[src/pkg/coau_consts.svh]
`ifndef COAU_CONSTS_SVH
`define COAU_CONSTS_SVH
`define COAU_PC_RESET 16'h0000
`define COAU_REG_RESET 8'h00
`define COAU_FLAG_RESET 8'h02
`define COAU_FLAG_BANK_BIT 4
`define COAU_LEN_SHORT 16'h0002
`define COAU_LEN_LONG 16'h0003
`define COAU_MODE_LSB 0
`define COAU_DST_LSB 3
`define COAU_SPACE_BIT 5
`define COAU_ARITH_BIT 6
`endif

[src/pkg/coau_pkg.sv]
`default_nettype none
package coau_pkg;
	typedef enum logic [2:0] {
		COAU_SRC_IMM = 3'h0,
		COAU_SRC_DIR = 3'h1,
		COAU_SRC_IDX = 3'h2,
		COAU_DST_DIR = 3'h3,
		COAU_DST_IDX = 3'h4,
		COAU_DST_DIR_IMM = 3'h5,
		COAU_DST_IDX_IMM = 3'h6,
		COAU_MODE_NONE = 3'h7
	} coau_mode_t;
	typedef enum logic [1:0] {
		COAU_REG_ACC = 2'h0,
		COAU_REG_FLAG = 2'h1,
		COAU_REG_SP = 2'h2,
		COAU_REG_IDX = 2'h3
	} coau_reg_t;
	typedef enum logic [3:0] {
		COAU_ST_FETCH = 4'h1,
		COAU_ST_OPER = 4'h2,
		COAU_ST_READ = 4'h4,
		COAU_ST_WRITE = 4'h8
	} coau_state_t;
endpackage
`default_nettype wire

[src/coau_alu.sv]
`default_nettype none
module coau_alu (
	input wire logic clk,
	input wire logic reset,
	input wire logic arith,
	input wire logic [7:0] src,
	input wire logic [7:0] other,
	output logic [7:0] result
);
	typedef struct packed {
		logic [7:0] result;
	} coau_alu_state_t;
	coau_alu_state_t r, next_r;
	always_comb begin
		next_r = r;
		// arithmetic combines both sources; a move passes the source
		next_r.result = arith ? 8'(src + other) : src;
		if (reset) begin
			next_r.result = 8'h00;
		end
	end
	always_ff @(posedge clk) begin
		r <= next_r;
	end
	assign result = r.result;
endmodule
`default_nettype wire

[src/coau_core.sv]
`include "coau_consts.svh"
`default_nettype none
// Functional notes
// - 16-bit program counter, clears at reset, no software access.
// - immediate source uses operand literal; writes A, F, SP or X per opcode.
// - immediate arithmetic combines destination register with the literal.
// - five single-operand modes are two bytes long.
// - destination-immediate modes are three bytes long.
// - direct source reads location at operand; result to A or X.
// - indexed source address is index register plus operand.
// - source-mode arithmetic uses selected A or X as second operand and result.
// - direct destination writes A or X to operand address; arithmetic reads it.
// - indexed destination writes accumulator to X plus operand; A unchanged.
// - direct-destination-immediate: operand1 address, operand2 source.
// - indexed-destination-immediate: X plus operand1 target, operand2 source.
// - 8-bit index register clears at reset, feeds every indexed mode.
// - flag bit 4 selects register-space bank.
module coau_core (
	input wire logic clk,
	input wire logic reset,
	output logic [15:0] fetch_addr,
	input wire logic [7:0] fetch_data,
	output logic [7:0] mem_addr,
	output logic mem_reg_space,
	output logic register_bank_select,
	output logic mem_rd,
	output logic mem_wr,
	output logic [7:0] mem_wdata,
	input wire logic [7:0] mem_rdata,
	output logic [7:0] accumulator,
	output logic [7:0] index_reg,
	output logic [7:0] flags,
	output logic [7:0] stack_pointer
);
	import coau_pkg::*;

	typedef struct packed {
		coau_state_t state;
		logic [15:0] program_counter;
		logic [7:0] acc;
		logic [7:0] idx;
		logic [7:0] flg;
		logic [7:0] sp;
		logic [7:0] opcode;
		logic [7:0] op1;
		logic [1:0] nbytes;
		logic [7:0] maddr;
		logic space;
		logic rd;
		logic wr;
		logic [7:0] wdata;
		logic [7:0] other;
	} coau_core_state_t;

	coau_core_state_t r, next_r;
	logic [7:0] alu_result;

	// opcode layout: [2:0] mode, [4:3] register, [5] register space, [6] arithmetic
	function automatic coau_mode_t op_mode(input logic [7:0] op);
		op_mode = coau_mode_t'(op[`COAU_MODE_LSB +: 3]);
	endfunction

	function automatic logic [1:0] op_len(input logic [7:0] op);
		coau_mode_t m;
		m = op_mode(op);
		if (m == COAU_DST_DIR_IMM || m == COAU_DST_IDX_IMM) begin
			op_len = 2'h3;
		end else begin
			op_len = 2'h2;
		end
	endfunction

	function automatic logic [7:0] reg_value(input coau_core_state_t s, input coau_reg_t sel);
		case (sel)
			COAU_REG_ACC: reg_value = s.acc;
			COAU_REG_FLAG: reg_value = s.flg;
			COAU_REG_SP: reg_value = s.sp;
			default: reg_value = s.idx;
		endcase
	endfunction

	coau_mode_t mode;
	coau_reg_t sel;
	logic arith;
	logic [7:0] imm_other;
	assign mode = op_mode(r.opcode);
	assign sel = coau_reg_t'(r.opcode[`COAU_DST_LSB +: 2]);
	assign arith = r.opcode[`COAU_ARITH_BIT];
	assign imm_other = reg_value(r, sel);

	// alu registers its result, so every mode except COAU_MODE_NONE passes READ and WRITE takes it one cycle later
	coau_alu u_alu (
		.clk(clk),
		.reset(reset),
		.arith(arith),
		.src((r.state == COAU_ST_READ && mode inside {COAU_SRC_DIR, COAU_SRC_IDX})
			? mem_rdata : r.wdata),
		.other((r.state == COAU_ST_READ && mode inside {COAU_DST_DIR, COAU_DST_IDX,
			COAU_DST_DIR_IMM, COAU_DST_IDX_IMM}) ? mem_rdata : r.other),
		.result(alu_result)
	);

	always_comb begin
		next_r = r;
		next_r.rd = 1'b0;
		next_r.wr = 1'b0;
		case (r.state)
			COAU_ST_FETCH: begin
				next_r.opcode = fetch_data;
				next_r.nbytes = op_len(fetch_data);
				next_r.program_counter = r.program_counter + 16'h0001;
				next_r.state = COAU_ST_OPER;
			end
			COAU_ST_OPER: begin
				next_r.program_counter = r.program_counter + 16'h0001;
				next_r.space = r.opcode[`COAU_SPACE_BIT];
				case (mode)
					COAU_SRC_IMM: begin
						next_r.wdata = fetch_data;
						next_r.other = imm_other;
						next_r.state = COAU_ST_READ;
						next_r.rd = 1'b1;
					end
					COAU_SRC_DIR, COAU_DST_DIR: begin
						next_r.maddr = fetch_data;
						next_r.other = (sel == COAU_REG_IDX) ? r.idx : r.acc;
						next_r.wdata = next_r.other;
						next_r.rd = 1'b1;
						next_r.state = COAU_ST_READ;
					end
					COAU_SRC_IDX, COAU_DST_IDX: begin
						next_r.maddr = 8'(r.idx + fetch_data);
						next_r.other = (mode == COAU_DST_IDX) ? r.acc
							: ((sel == COAU_REG_IDX) ? r.idx : r.acc);
						next_r.wdata = next_r.other;
						next_r.rd = 1'b1;
						next_r.state = COAU_ST_READ;
					end
					COAU_DST_DIR_IMM, COAU_DST_IDX_IMM: begin
						if (r.nbytes == 2'h3) begin
							next_r.op1 = fetch_data;
							next_r.nbytes = 2'h1;
						end else begin
							next_r.maddr = (mode == COAU_DST_IDX_IMM)
								? 8'(r.idx + r.op1) : r.op1;
							next_r.wdata = fetch_data;
							next_r.other = fetch_data;
							next_r.rd = 1'b1;
							next_r.state = COAU_ST_READ;
						end
					end
					default: next_r.state = COAU_ST_FETCH;
				endcase
			end
			COAU_ST_READ: begin
				next_r.state = COAU_ST_WRITE;
			end
			COAU_ST_WRITE: begin
				next_r.state = COAU_ST_FETCH;
				case (mode)
					COAU_SRC_IMM: begin
						case (sel)
							COAU_REG_ACC: next_r.acc = alu_result;
							COAU_REG_FLAG: next_r.flg = alu_result;
							COAU_REG_SP: next_r.sp = alu_result;
							default: next_r.idx = alu_result;
						endcase
					end
					COAU_SRC_DIR, COAU_SRC_IDX: begin
						if (sel == COAU_REG_IDX) begin
							next_r.idx = alu_result;
						end else begin
							next_r.acc = alu_result;
						end
					end
					default: begin
						// memory destinations leave the accumulator untouched
						next_r.wdata = alu_result;
						next_r.wr = 1'b1;
					end
				endcase
			end
			default: next_r.state = COAU_ST_FETCH;
		endcase
		// immediate mode marks rd only to reuse the alu path; no bus read there
		if (r.state == COAU_ST_OPER && mode == COAU_SRC_IMM) begin
			next_r.rd = 1'b0;
		end
		if (reset) begin
			next_r.state = COAU_ST_FETCH;
			next_r.program_counter = `COAU_PC_RESET;
			next_r.acc = `COAU_REG_RESET;
			next_r.idx = `COAU_REG_RESET;
			next_r.flg = `COAU_FLAG_RESET;
			next_r.sp = `COAU_REG_RESET;
			next_r.opcode = 8'h00;
			next_r.op1 = 8'h00;
			next_r.nbytes = 2'h0;
			next_r.maddr = 8'h00;
			next_r.space = 1'b0;
			next_r.rd = 1'b0;
			next_r.wr = 1'b0;
			next_r.wdata = 8'h00;
			next_r.other = 8'h00;
		end
	end

	always_ff @(posedge clk) begin
		r <= next_r;
	end

	// program counter is visible only as the fetch address, never as data
	assign fetch_addr = r.program_counter;
	assign mem_addr = r.maddr;
	assign mem_reg_space = r.space;
	assign register_bank_select = r.flg[`COAU_FLAG_BANK_BIT];
	assign mem_rd = r.rd;
	assign mem_wr = r.wr;
	assign mem_wdata = r.wdata;
	assign accumulator = r.acc;
	assign index_reg = r.idx;
	assign flags = r.flg;
	assign stack_pointer = r.sp;
endmodule
`default_nettype wire
[config.mk]
export PLATFORM = sky130hd
export DESIGN_NAME = coau_core
export DESIGN_NICKNAME = d
export VERILOG_FILES = /design/src/pkg/coau_pkg.sv /design/src/coau_alu.sv /design/src/coau_core.sv
export VERILOG_INCLUDE_DIRS = /design/src /design/src/pkg
export SDC_FILE = /design/constraint.sdc
export NUM_CORES = 1
export LEC_CHECK = 0
export BUFFER_PORTS_ARGS = -buffer_cell sky130_fd_sc_hd__clkbuf_2
export CAP_MARGIN = 20
export CORE_AREA = 2 2 147 149
export CTS_CLUSTER_SIZE = 40
export DETAILED_ROUTE_END_ITERATION = 8
export DIE_AREA = 0 0 149 151
export SLEW_MARGIN = 30
export SYNTH_ARGS = -nofsm -noshare
export SYNTH_HDL_FRONTEND = slang
export SYNTH_SLANG_ARGS = --single-unit
export TNS_END_PERCENT = 10
[constraint.sdc]
create_clock -name clk -period 3.8 [get_ports clk]
set_input_delay 0.95 -clock clk [delete_from_list [all_inputs] [get_ports clk]]
set_output_delay 0.95 -clock clk [all_outputs]
set_load 0.02 [all_outputs]
* After elaboration in Yosys (flattened, before gate mapping) *
Cells that the tools add are included.

word-level totals
  bits of input ports = 18
  output and inout port bits = 68
  flip-flop bits (word level) = 104
  logic and storage cells = 107

cells by class
  equality and inequality tests = 26
  mux-type cells = 27
  bitwise gates (word level) = 2
  reduce and logical (&&, ||, !) cells = 32
  $add $sub $neg = 4

operators with widths
  cell                                            count
  2-to-1 mux 8 bit                                11
  case mux 16 bit (4 select lines)                1
  case mux 8 bit (3 select lines)                 2
  case mux 16 bit (2 select lines)                1
  adder 8 bit                                     3
  AND reduction 3 bit                             6
  adder 16 x 1 -> 16 bit (second input constant)  1
  2-to-1 mux 16 bit                               1
  case mux 8 bit (2 select lines)                 1
  == test 3 bit (second input constant)           5
  != test 2 bit (second input constant)           6
  case mux 4 bit (3 select lines)                 1
  AND reduction 4 bit                             3
  OR reduction 2 bit                              6
  2-to-1 mux 9 bit                                1
  OR reduction 3 bit                              3
  case mux 4 bit (2 select lines)                 1
  nonzero test 2 bit                              4
  nonzero test 4 bit                              2
  == test 2 bit (second input constant)           3
  == test 3 x 2 -> 1 bit (second input constant)  2
  != test 5 x 1 -> 1 bit (second input constant)  1
  OR reduction 5 bit                              1
  == test 4 x 1 -> 1 bit (second input constant)  1
  18 further kinds                                24

* Longest topological paths before layout *
Gate-level depths: netlist of the first run.

  depth after elaboration = 6
  mapped depth = 14
  depth with buffers taken out = 13

* Hierarchy *
A second synthesis of the first run with hierarchy kept.

unflattened totals
  cells, all modules = 723
  area, all modules = 6397.4 um^2

by module, submodules not included
  module     times used  cells an instance  sequential area each (um^2)  area an instance (um^2)
  coau_core  1           652                1921.8                       5791.8
  coau_alu   1           71                 160.2                        605.6

* Worst setup path after synthesis of the first run *
OpenSTA, ideal clock, no wires.

  kind = reg-to-reg
  start point = register r[95] in the netlist's numbering
  end point = register u_alu.r, in the netlist u_alu.result[6]
  cell stages (with the launch flop) = 13
  buffers on the path = 0
  slack = 0.775 ns
  library setup time = 0.060 ns
  data required time = 3.740 ns
  clock period less this slack = 3.025 ns
  arrival time = 2.964 ns
  cell sequence = dfxtp_1 > or4b_4 > o21bai_4 > mux2_2 > ha_1 > inv_1 > fa_1 > nor2b_1 > o21ai_0 > a21oi_1 > o21ai_0 > a2111oi_0 > a311o_1

on the way
  cells in the longest elaborated chain, start to end = 5
  elaborated cells between the ends (all ways) = 7
  classes of those cells = add/sub: 1; eq/ne: 1; mux: 3; reduce/logical: 2

ends and longest elaborated chain
  element                                      RTL line                          source
  from (decl)                                  coau_core.sv:55                   coau_core_state_t r, next_r;
  from (signal assigned)                       coau_core.sv:209                  r <= next_r;
  == test 4 x 3 -> 1 bit *                     coau_core.sv:96, coau_core.sv:98
  logical AND 1 bit, on equally long branches  coau_core.sv:96, coau_core.sv:98
  2-to-1 mux 8 bit, on equally long branches   coau_core.sv:97, coau_core.sv:99
  adder 8 bit                                  coau_alu.sv:17                    next_r.result = arith ? 8'(src + other) : src;
  2-to-1 mux 8 bit *                           coau_alu.sv:17
  to (signal assigned)                         coau_alu.sv:23                    r <= next_r;
  to (decl)                                    coau_alu.sv:13                    coau_alu_state_t r, next_r;

Mark *: on every way between the ends. The rest lies on a longest branch, timed or not.
A chain may end at the register's enable or synchronous reset.

* Worst setup path after layout of the first run *
Ends and elaborated chain as after synthesis.

==> metrics.cfg, run 1 <==
[outcome]
outcome=finished clean

[cells_and_area]
syn2layout_area_growth_pct=8.31
final_cells=1003
largest_reg_flops=25
n_antenna_cell=0
multi_input_area_um2=3430
largest-register=r
final_common_cell=dfxtp_1
most-common-layout-cells=dfxtp_1 (104), nor2_1 (93), clkbuf_2 (84)
nNetsFinal=766
post_route_cells_drive_above_1_share_pct=20.5
nFillCells=2216
seq_area_um2=2080

[clocking]
cts-hold-fix-buffers=0
clk_latency_ps=360
path_clk_slew_ps=80
cts_resized=0
cts_root_buffer=clkbuf_16
clockBufferDepth=2
cts_sinks=104
cts_tree=done
numCtsBuffers=9
post_cts_buffers=0
h-tree-depth=3

[hold_path]
hold_depth=2
hold_path_class=reg -> reg
min_from=r[42]
hold_path_end=r[42]

[logic_synthesis]
ys_seq_area_share_pct=33.5
synth-seq-cells=104
synth_area_leaders=dfxtp_1 (33%), buf_4 (8.0%), mux2i_1 (7.2%)
netlist_instances=710
postSynthAreaPerCell_um2=8.75
async_reset_ff_share_pct=0
synth-main-ff-cell=dfxtp_1
synth_edf_count=0
ys_warn_count=0
yosysTopAreaCell=dfxtp_1
netlist.area_leader.share_pct=33.5
syn_nets=753
ys_types=66
synthesis.area_um2=6220

[global_routing]
grt_pass1_vias=4698
grt_max_degree=41
use_met1_pct=20.4
use_met3_pct=3.58
grt_usage_pct=15.3
grt_pass1_wl_mm=26.5
antenna_found_initial=0
overflow=0
use_met2_pct=24.6
busiest_layer=met2

[critical_path]
crit_type=reg -> reg
cp_num_buf_inv=1
crit_path_end_kind=register
cp_max_fo=8
reg2reg_to=u_alu.result[6]
r2r_slack_ps=460
critPathMostFrequentCell=o21ai_0
cp_slowest_cell=or4b_4
critPathTopFamily=compound AO/OA/AOI/OAI gates
r2r-start=r[95]
cp_cell_sequence=or4b_4 > o21bai_4 > mux2_2 > ha_1 > inv_1 > fa_1 > nor2b_1 > o21ai_0 > a21oi_1 > o21ai_0 > a2111oi_0 > a311o_1
critPathArrivalTime_ps=3640
slowest_delay_ps=550
start_kind=register
reg2reg_depth=12
cp.required_ps=4110

[sta]
finalClockSkew_ps=11.8
setup_viol=0
fin_hold_ws_ps=462
min_period_ps=3340
fmax_mhz=300
min_period_over_period_pct=87.8
hold_viol_final=0
fin_tns_setup_ps=0
worst_slew_pin_slew_ps=947
rsz0062_at_grt=false
drv_slew=0
relSlewSlack_pct=36.7

[placement]
dp_hpwl_mm=12.9
gp_congestion=0.874
placed_cells=987
port_buffers=85

[die]
die_h_um=151
start_util_pct=29.9
io_pins=86
dieArea_um2=22500
die_w_um=149
row_count=53
core_um2=20800

[drt]
route.detailed.drc=0
vias=5037
routed_wl_mm=17.0
routed_via_density=5.02
ant_nets=0
drt_iter0_drc=363
drt-wirelength-per-cell_um=17.0
drt_first_pass_iters=5

[power_and_ir_drop]
powerDensity_nw_per_um2=392
p_leak_nw=2.90
finalPower_w=0.00264
peakVddDrop_uv=206

[run]
drv_cap=0

-- worst max path at each step --
stage	cells past startpoint	from	end
2_1_floorplan	12	r[95]	u_alu.result[6]
4_1_cts	12	r[95]	u_alu.result[6]
5_1_grt	12	mode[1]	u_alu.result[6]
3_5_place_dp	12	r[95]	u_alu.result[6]
3_3_place_gp	12	r[95]	u_alu.result[6]
6_report	12	r[95]	u_alu.result[6]
-- through the flow --
| step | worst slack [ps] | area [µm²] | utilization (%) |
|---|---|---|---|
| 2_1_floorplan | 775 | 6220 | - |
| 3_3_place_gp | 579 | 6440 | 30.9 |
| 3_5_place_dp | 537 | 6440 | 30.9 |
| 4_1_cts | 499 | 6730 | 32.3 |
| 5_1_grt | 202 | 6730 | 32.3 |
| 6_report | 464 | 6730 | 32.3 |
-- per-layer routing --
layer  up-vias  wire length, µm
met4         0              219
li1       2503                -
met2       131             7820
met5         -                0
met3        16              981
met1      2387             7990
-- Yosys cell counts (15+ instances only) --
cell,n
a211oi_1,16
mux2_2,17
o21ai_0,28
a21oi_1,33
nand2_1,69
nand3_1,15
ha_1,22
buf_4,66
inv_1,20
dfxtp_1,104
xor2_1,17
nor2_1,94
mux2i_1,45
-- cells by family after synthesis --
family          Yosys count  synth area share, %
flops                   104                 33.5
mux                      70                 13.2
xor+xnor                 27                 3.80
simple gates            234                 17.6
buf+inv                 114                 11.4
compound gates          134                 14.8
fa+ha+maj                27                 5.72
-- power by group --
group          total (W)  switching, W  internal (W)  leakage [nW]
combinational   0.000482      0.000297      0.000184          1.91
sequential       0.00124     0.0000935       0.00114         0.842
clock           0.000923      0.000464      0.000459         0.140
-- worst register-to-register path: stages (launching register included) --
cell and delay [ps]:
dfxtp_1 460, or4b_4 550, o21bai_4 270, mux2_2 260, ha_1 160, inv_1 60, fa_1 390, nor2b_1 110
o21ai_0 90, a21oi_1 210, o21ai_0 120, a2111oi_0 430, a311o_1 170
-- final cells by class --
type | instances | area share (%)
clock buffers | 9 | 3.35
flip-flops and latches | 104 | 30.9
clock inverters | 7 | 0.911
inverters | 20 | 1.12
repair buffers | 96 | 7.58
multi-input cells | 492 | 51.0
well taps | 275 | 5.11
Power figures use the tool's default switching activity.
==> inputs of run 2 (changes only) <==
--- a/config.mk
+++ b/config.mk
@@ -8,10 +8,11 @@
 export LEC_CHECK = 0
 export BUFFER_PORTS_ARGS = -buffer_cell sky130_fd_sc_hd__clkbuf_2
 export CAP_MARGIN = 20
-export CORE_AREA = 2 2 147 149
+export CORE_AREA = 2 2 110 112
 export CTS_CLUSTER_SIZE = 40
 export DETAILED_ROUTE_END_ITERATION = 8
-export DIE_AREA = 0 0 149 151
+export DIE_AREA = 0 0 112 114
+export PLACE_DENSITY = 0.75
 export SLEW_MARGIN = 30
 export SYNTH_ARGS = -nofsm -noshare
 export SYNTH_HDL_FRONTEND = slang
==> metrics.cfg, run 2 (synthesis results as in run 1) <==
[clocking]
cts_tree=done
numCtsBuffers=9
post_cts_buffers=0
path_clk_slew_ps=70
cts_root_buffer=clkbuf_16
cts_sinks=104
cts-hold-fix-buffers=0
cts_resized=0
clockBufferDepth=2
clk_latency_ps=360
h-tree-depth=3

[cells_and_area]
syn2layout_area_growth_pct=5.52
multi_input_area_um2=3430
n_antenna_cell=0
most-common-layout-cells=dfxtp_1 (104), nor2_1 (93), clkbuf_2 (84)
seq_area_um2=2080
largest-register=r
nFillCells=1095
largest_reg_flops=25
post_route_cells_drive_above_1_share_pct=20.1
final_common_cell=dfxtp_1
utilization_pct=56.0
nNetsFinal=763

[power_and_ir_drop]
peakVddDrop_uv=262
powerDensity_nw_per_um2=403
p_sw_w=0.000830
comb_power_share_pct=17.9
power_frac_clock_pct=35.3
seq_power_share_pct=46.8
p_int_w=0.00182
p_leak_nw=2.89
finalPower_w=0.00265
switching_share_pct=31.4

[hold_path]
min_from=r[42]
hold_path_end=r[42]
hold_depth=2
hold_path_class=reg -> reg

[sta]
fin_hold_ws_ps=462
relSlewSlack_pct=35.6
min_period_over_period_pct=88.4
finalClockSkew_ps=10.9
fmax_mhz=298
fin_tns_setup_ps=0
rsz0062_at_grt=false
drv_slew=0
min_period_ps=3360
worst_slew_pin_slew_ps=963
hold_viol_final=0
setup_viol=0

[critical_path]
cp_slowest_cell=or4b_4
crit_type=reg -> reg
start_kind=register
crit_path_end_kind=register
cp_max_fo=8
r2r_slack_ps=440
critPathMostFrequentCell=o21ai_0
r2r-start=r[95]
slowest_delay_ps=540
reg2reg_to=u_alu.result[6]
cp_cell_sequence=or4b_4 > o21bai_4 > mux2_2 > ha_1 > inv_1 > fa_1 > nor2b_1 > o21ai_0 > a21oi_1 > o21ai_0 > a2111oi_0 > a311o_1
reg2reg_depth=12
critPathArrivalTime_ps=3660
cp.required_ps=4100

[global_routing]
grt_max_degree=67
grt_usage_pct=25.7
grt_pass1_wl_mm=26.1
grt_pass1_vias=5027
overflow=0
antenna_found_initial=0

[placement]
port_buffers=85
dp_hpwl_mm=11.7
gp_congestion=0.919

[drt]
drt-wirelength-per-cell_um=18.5
route.detailed.drc=0
ant_nets=0
routed_wl_mm=16.1
drt_first_pass_iters=6
vias=5155
drt_iter0_drc=442
routed_via_density=5.91

[die]
io_pins=86
die_h_um=114
die_w_um=112
row_count=40
core_um2=11700
dieArea_um2=12800
start_util_pct=53.1

[run]
drv_cap=0

[outcome]
outcome=finished clean

-- run 2: cell type report --
class                      count  share of cell area (%)
clock inverter                 5                   0.687
tap                          147                    2.80
sequential                   104                    31.7
timing repair buffer          93                    7.40
clock buffer                  11                    3.85
multi-input combinational    492                    52.4
inverter                      20                    1.14
-- run 2: per-layer routing --
layer,part of all wire (%),vias to the layer above,track usage (%),wire [µm]
li1,-,2497,-,-
met1,44,2444,33.6,7150
met2,46,186,41.7,7440
met3,7.0,28,5.79,1130
met4,2.5,0,9.92,401
met5,0,-,0,0
-- run 2: through the flow --
step | setup slack, ps | cells | instance area (µm²)
after floorplan | 775 | 710 | 6220
after global placement | 552 | 856 | 6250
after detailed placement | 453 | 856 | 6250
after CTS | 415 | 872 | 6550
after global routing | 141 | 872 | 6560
final | 441 | 872 | 6560
-- run 2: how the worst max path moves through the flow --
stage / start / end / cells past startpoint
after CTS: r[95] / u_alu.result[6] / 12
after global placement: r[95] / u_alu.result[6] / 12
after global routing: r[95] / u_alu.result[7] / 10
after detailed placement: r[95] / u_alu.result[6] / 12
final: r[95] / u_alu.result[6] / 12
after floorplan: r[95] / u_alu.result[6] / 12
-- run 2: worst max-delay path: cells and delay by family, from the launching register on --
kind                       cells  cell delay, ps
muxes                          1             260
DFF                            1             470
adders and majority gates      2             570
and+or+nand+nor                2             660
AOI/OAI and AO/OA              6            1280
buffers and inverters          1              60
-- run 2: power groups by stage --
stage / Clock, W / Sequential [W] / Combinational, W
finish: 0.000934 / 0.00124 / 0.000474
global route: 0.000986 / 0.00125 / 0.000526
CTS: 0.000949 / 0.00124 / 0.000469
detailed placement: 0 / 0.00126 / 0.000466
global placement: 0 / 0.00126 / 0.000459
floorplan: 0 / 0.00121 / 0.000395
==> inputs of run 3 (changes only) <==
--- a/config.mk
+++ b/config.mk
@@ -8,11 +8,13 @@
 export LEC_CHECK = 0
 export BUFFER_PORTS_ARGS = -buffer_cell sky130_fd_sc_hd__clkbuf_2
 export CAP_MARGIN = 20
-export CORE_AREA = 2 2 110 112
+export CELL_PAD_IN_SITES_DETAIL_PLACEMENT = 0
+export CELL_PAD_IN_SITES_GLOBAL_PLACEMENT = 1
+export CORE_AREA = 2 2 122 124
 export CTS_CLUSTER_SIZE = 40
 export DETAILED_ROUTE_END_ITERATION = 8
-export DIE_AREA = 0 0 112 114
-export PLACE_DENSITY = 0.75
+export DIE_AREA = 0 0 124 126
+export PLACE_DENSITY_LB_ADDON = 0.1
 export SLEW_MARGIN = 30
 export SYNTH_ARGS = -nofsm -noshare
 export SYNTH_HDL_FRONTEND = slang
==> metrics.cfg, run 3 (synthesis results as in run 1) <==
[outcome]
outcome=finished clean

[sta]
fin_tns_setup_ps=0
min_period_ps=3320
min_period_over_period_pct=87.3
setup_viol=0
finalClockSkew_ps=8.59
hold_viol_final=0
rsz0062_at_grt=false
drv_slew=0
relSlewSlack_pct=34.1
worst_slew_pin_slew_ps=988
fmax_mhz=301
fin_hold_ws_ps=459

[clocking]
cts_sinks=104
clockBufferDepth=2
cts_tree=done
cts-hold-fix-buffers=0
cts_resized=0
clk_latency_ps=360
cts_root_buffer=clkbuf_16
post_cts_buffers=0
numCtsBuffers=9
path_clk_slew_ps=70
h-tree-depth=3

[global_routing]
overflow=0
grt_pass1_wl_mm=27.0
grt_max_degree=52
grt_pass1_vias=4806
grt_usage_pct=22.9
antenna_found_initial=0

[drt]
drt_first_pass_iters=5
ant_nets=0
vias=5088
drt-wirelength-per-cell_um=19.2
routed_via_density=5.59
route.detailed.drc=0
routed_wl_mm=17.5
drt_iter0_drc=385

[cells_and_area]
seq_area_um2=2080
design_area_um2=6610
post_route_cells_drive_above_1_share_pct=20.4
largest-register=r
utilization_pct=46.2
most-common-layout-cells=dfxtp_1 (104), nor2_1 (93), clkbuf_2 (84)
final_common_cell=dfxtp_1
syn2layout_area_growth_pct=6.34
n_antenna_cell=0
final_cells=911
largest_reg_flops=25
nNetsFinal=767
nFillCells=1472
multi_input_area_um2=3440

[die]
dieArea_um2=15600
core_um2=14300
start_util_pct=43.4
row_count=44
io_pins=86
die_w_um=124
die_h_um=126

[hold_path]
hold_path_class=reg -> reg
min_from=r[42]
hold_depth=2
hold_path_end=r[42]

[critical_path]
crit_path_end_kind=register
slowest_delay_ps=550
crit_type=reg -> reg
cp_cell_sequence=or4b_4 > nor2_4 > mux2_2 > ha_1 > a21oi_1 > o221ai_1 > o41ai_1 > xor2_1 > nand3_1 > a21oi_2
cp_max_fo=8
cp.required_ps=4090
start_kind=register
critPathArrivalTime_ps=3610
r2r_slack_ps=480
reg2reg_to=u_alu.result[7]
reg2reg_depth=10
r2r-start=r[95]
cp_slowest_cell=or4b_4

[placement]
placed_cell_area_um2=6340
dp_hpwl_mm=12.9
port_buffers=85
gp_congestion=0.835
placed_cells=897

[power_and_ir_drop]
p_leak_nw=2.89
powerDensity_nw_per_um2=395
peakVddDrop_uv=243

[run]
drv_cap=0

-- run 3: cell count changes in the layout (fill, tap and decap cells not counted), sizes merged --
cell and delta:
clkbuf -1, clkinv +1, inv -2, buf +4
-- run 3: layout make-up --
| class | instances | area share, % |
|---|---|---|
| Multi-Input combinational cell | 492 | 52.0 |
| Inverter | 20 | 1.14 |
| Sequential cell | 104 | 31.5 |
| Clock inverter | 4 | 0.454 |
| Tap cell | 184 | 3.48 |
| Clock buffer | 10 | 3.62 |
| Timing Repair Buffer | 97 | 7.84 |
-- run 3: how the worst max path moves through the flow --
stage / from / endpoint / slack (ps) / depth (start not counted)
final: r[95] / u_alu.result[7] / 480 / 10
after global routing: r[95] / u_alu.result[6] / 270 / 12
after CTS: r[95] / u_alu.result[7] / 460 / 10
after detailed placement: r[95] / u_alu.result[7] / 480 / 10
after global placement: r[95] / u_alu.result[7] / 550 / 10
after floorplan: r[95] / u_alu.result[6] / 780 / 12
-- run 3: critical path, delay by kind of cell (launching register included) --
| family | cells | cell delay, ps |
|---|---|---|
| simple gates | 3 | 960 |
| compound gates | 4 | 930 |
| flops | 1 | 470 |
| mux | 1 | 400 |
| fa+ha+maj | 1 | 270 |
| xor+xnor | 1 | 220 |
-- run 3: metal layers --
metal  global-route usage, %  vias to the layer above  routed length [µm]
met2                    34.3                      154                7620
met5                       0                        -                   0
li1                        -                     2501                   -
met3                    4.12                       20                 920
met1                    32.9                     2413                8570
met4                    8.53                        0                 360
-- run 3: through the flow --
stage	power, W	setup WS (ps)
final	0.00261	482
after global routing	0.00273	270
after CTS	0.00263	459
after detailed placement	0.00175	482
after global placement	0.00174	545
after floorplan	0.00161	775
-- run 3: power breakdown --
group	switching, W	total (W)	leakage (nW)	internal (W)
clock network	0.000422	0.000879	0.131	0.000458
logic	0.000312	0.000498	1.92	0.000186
registers	0.0000895	0.00123	0.842	0.00114
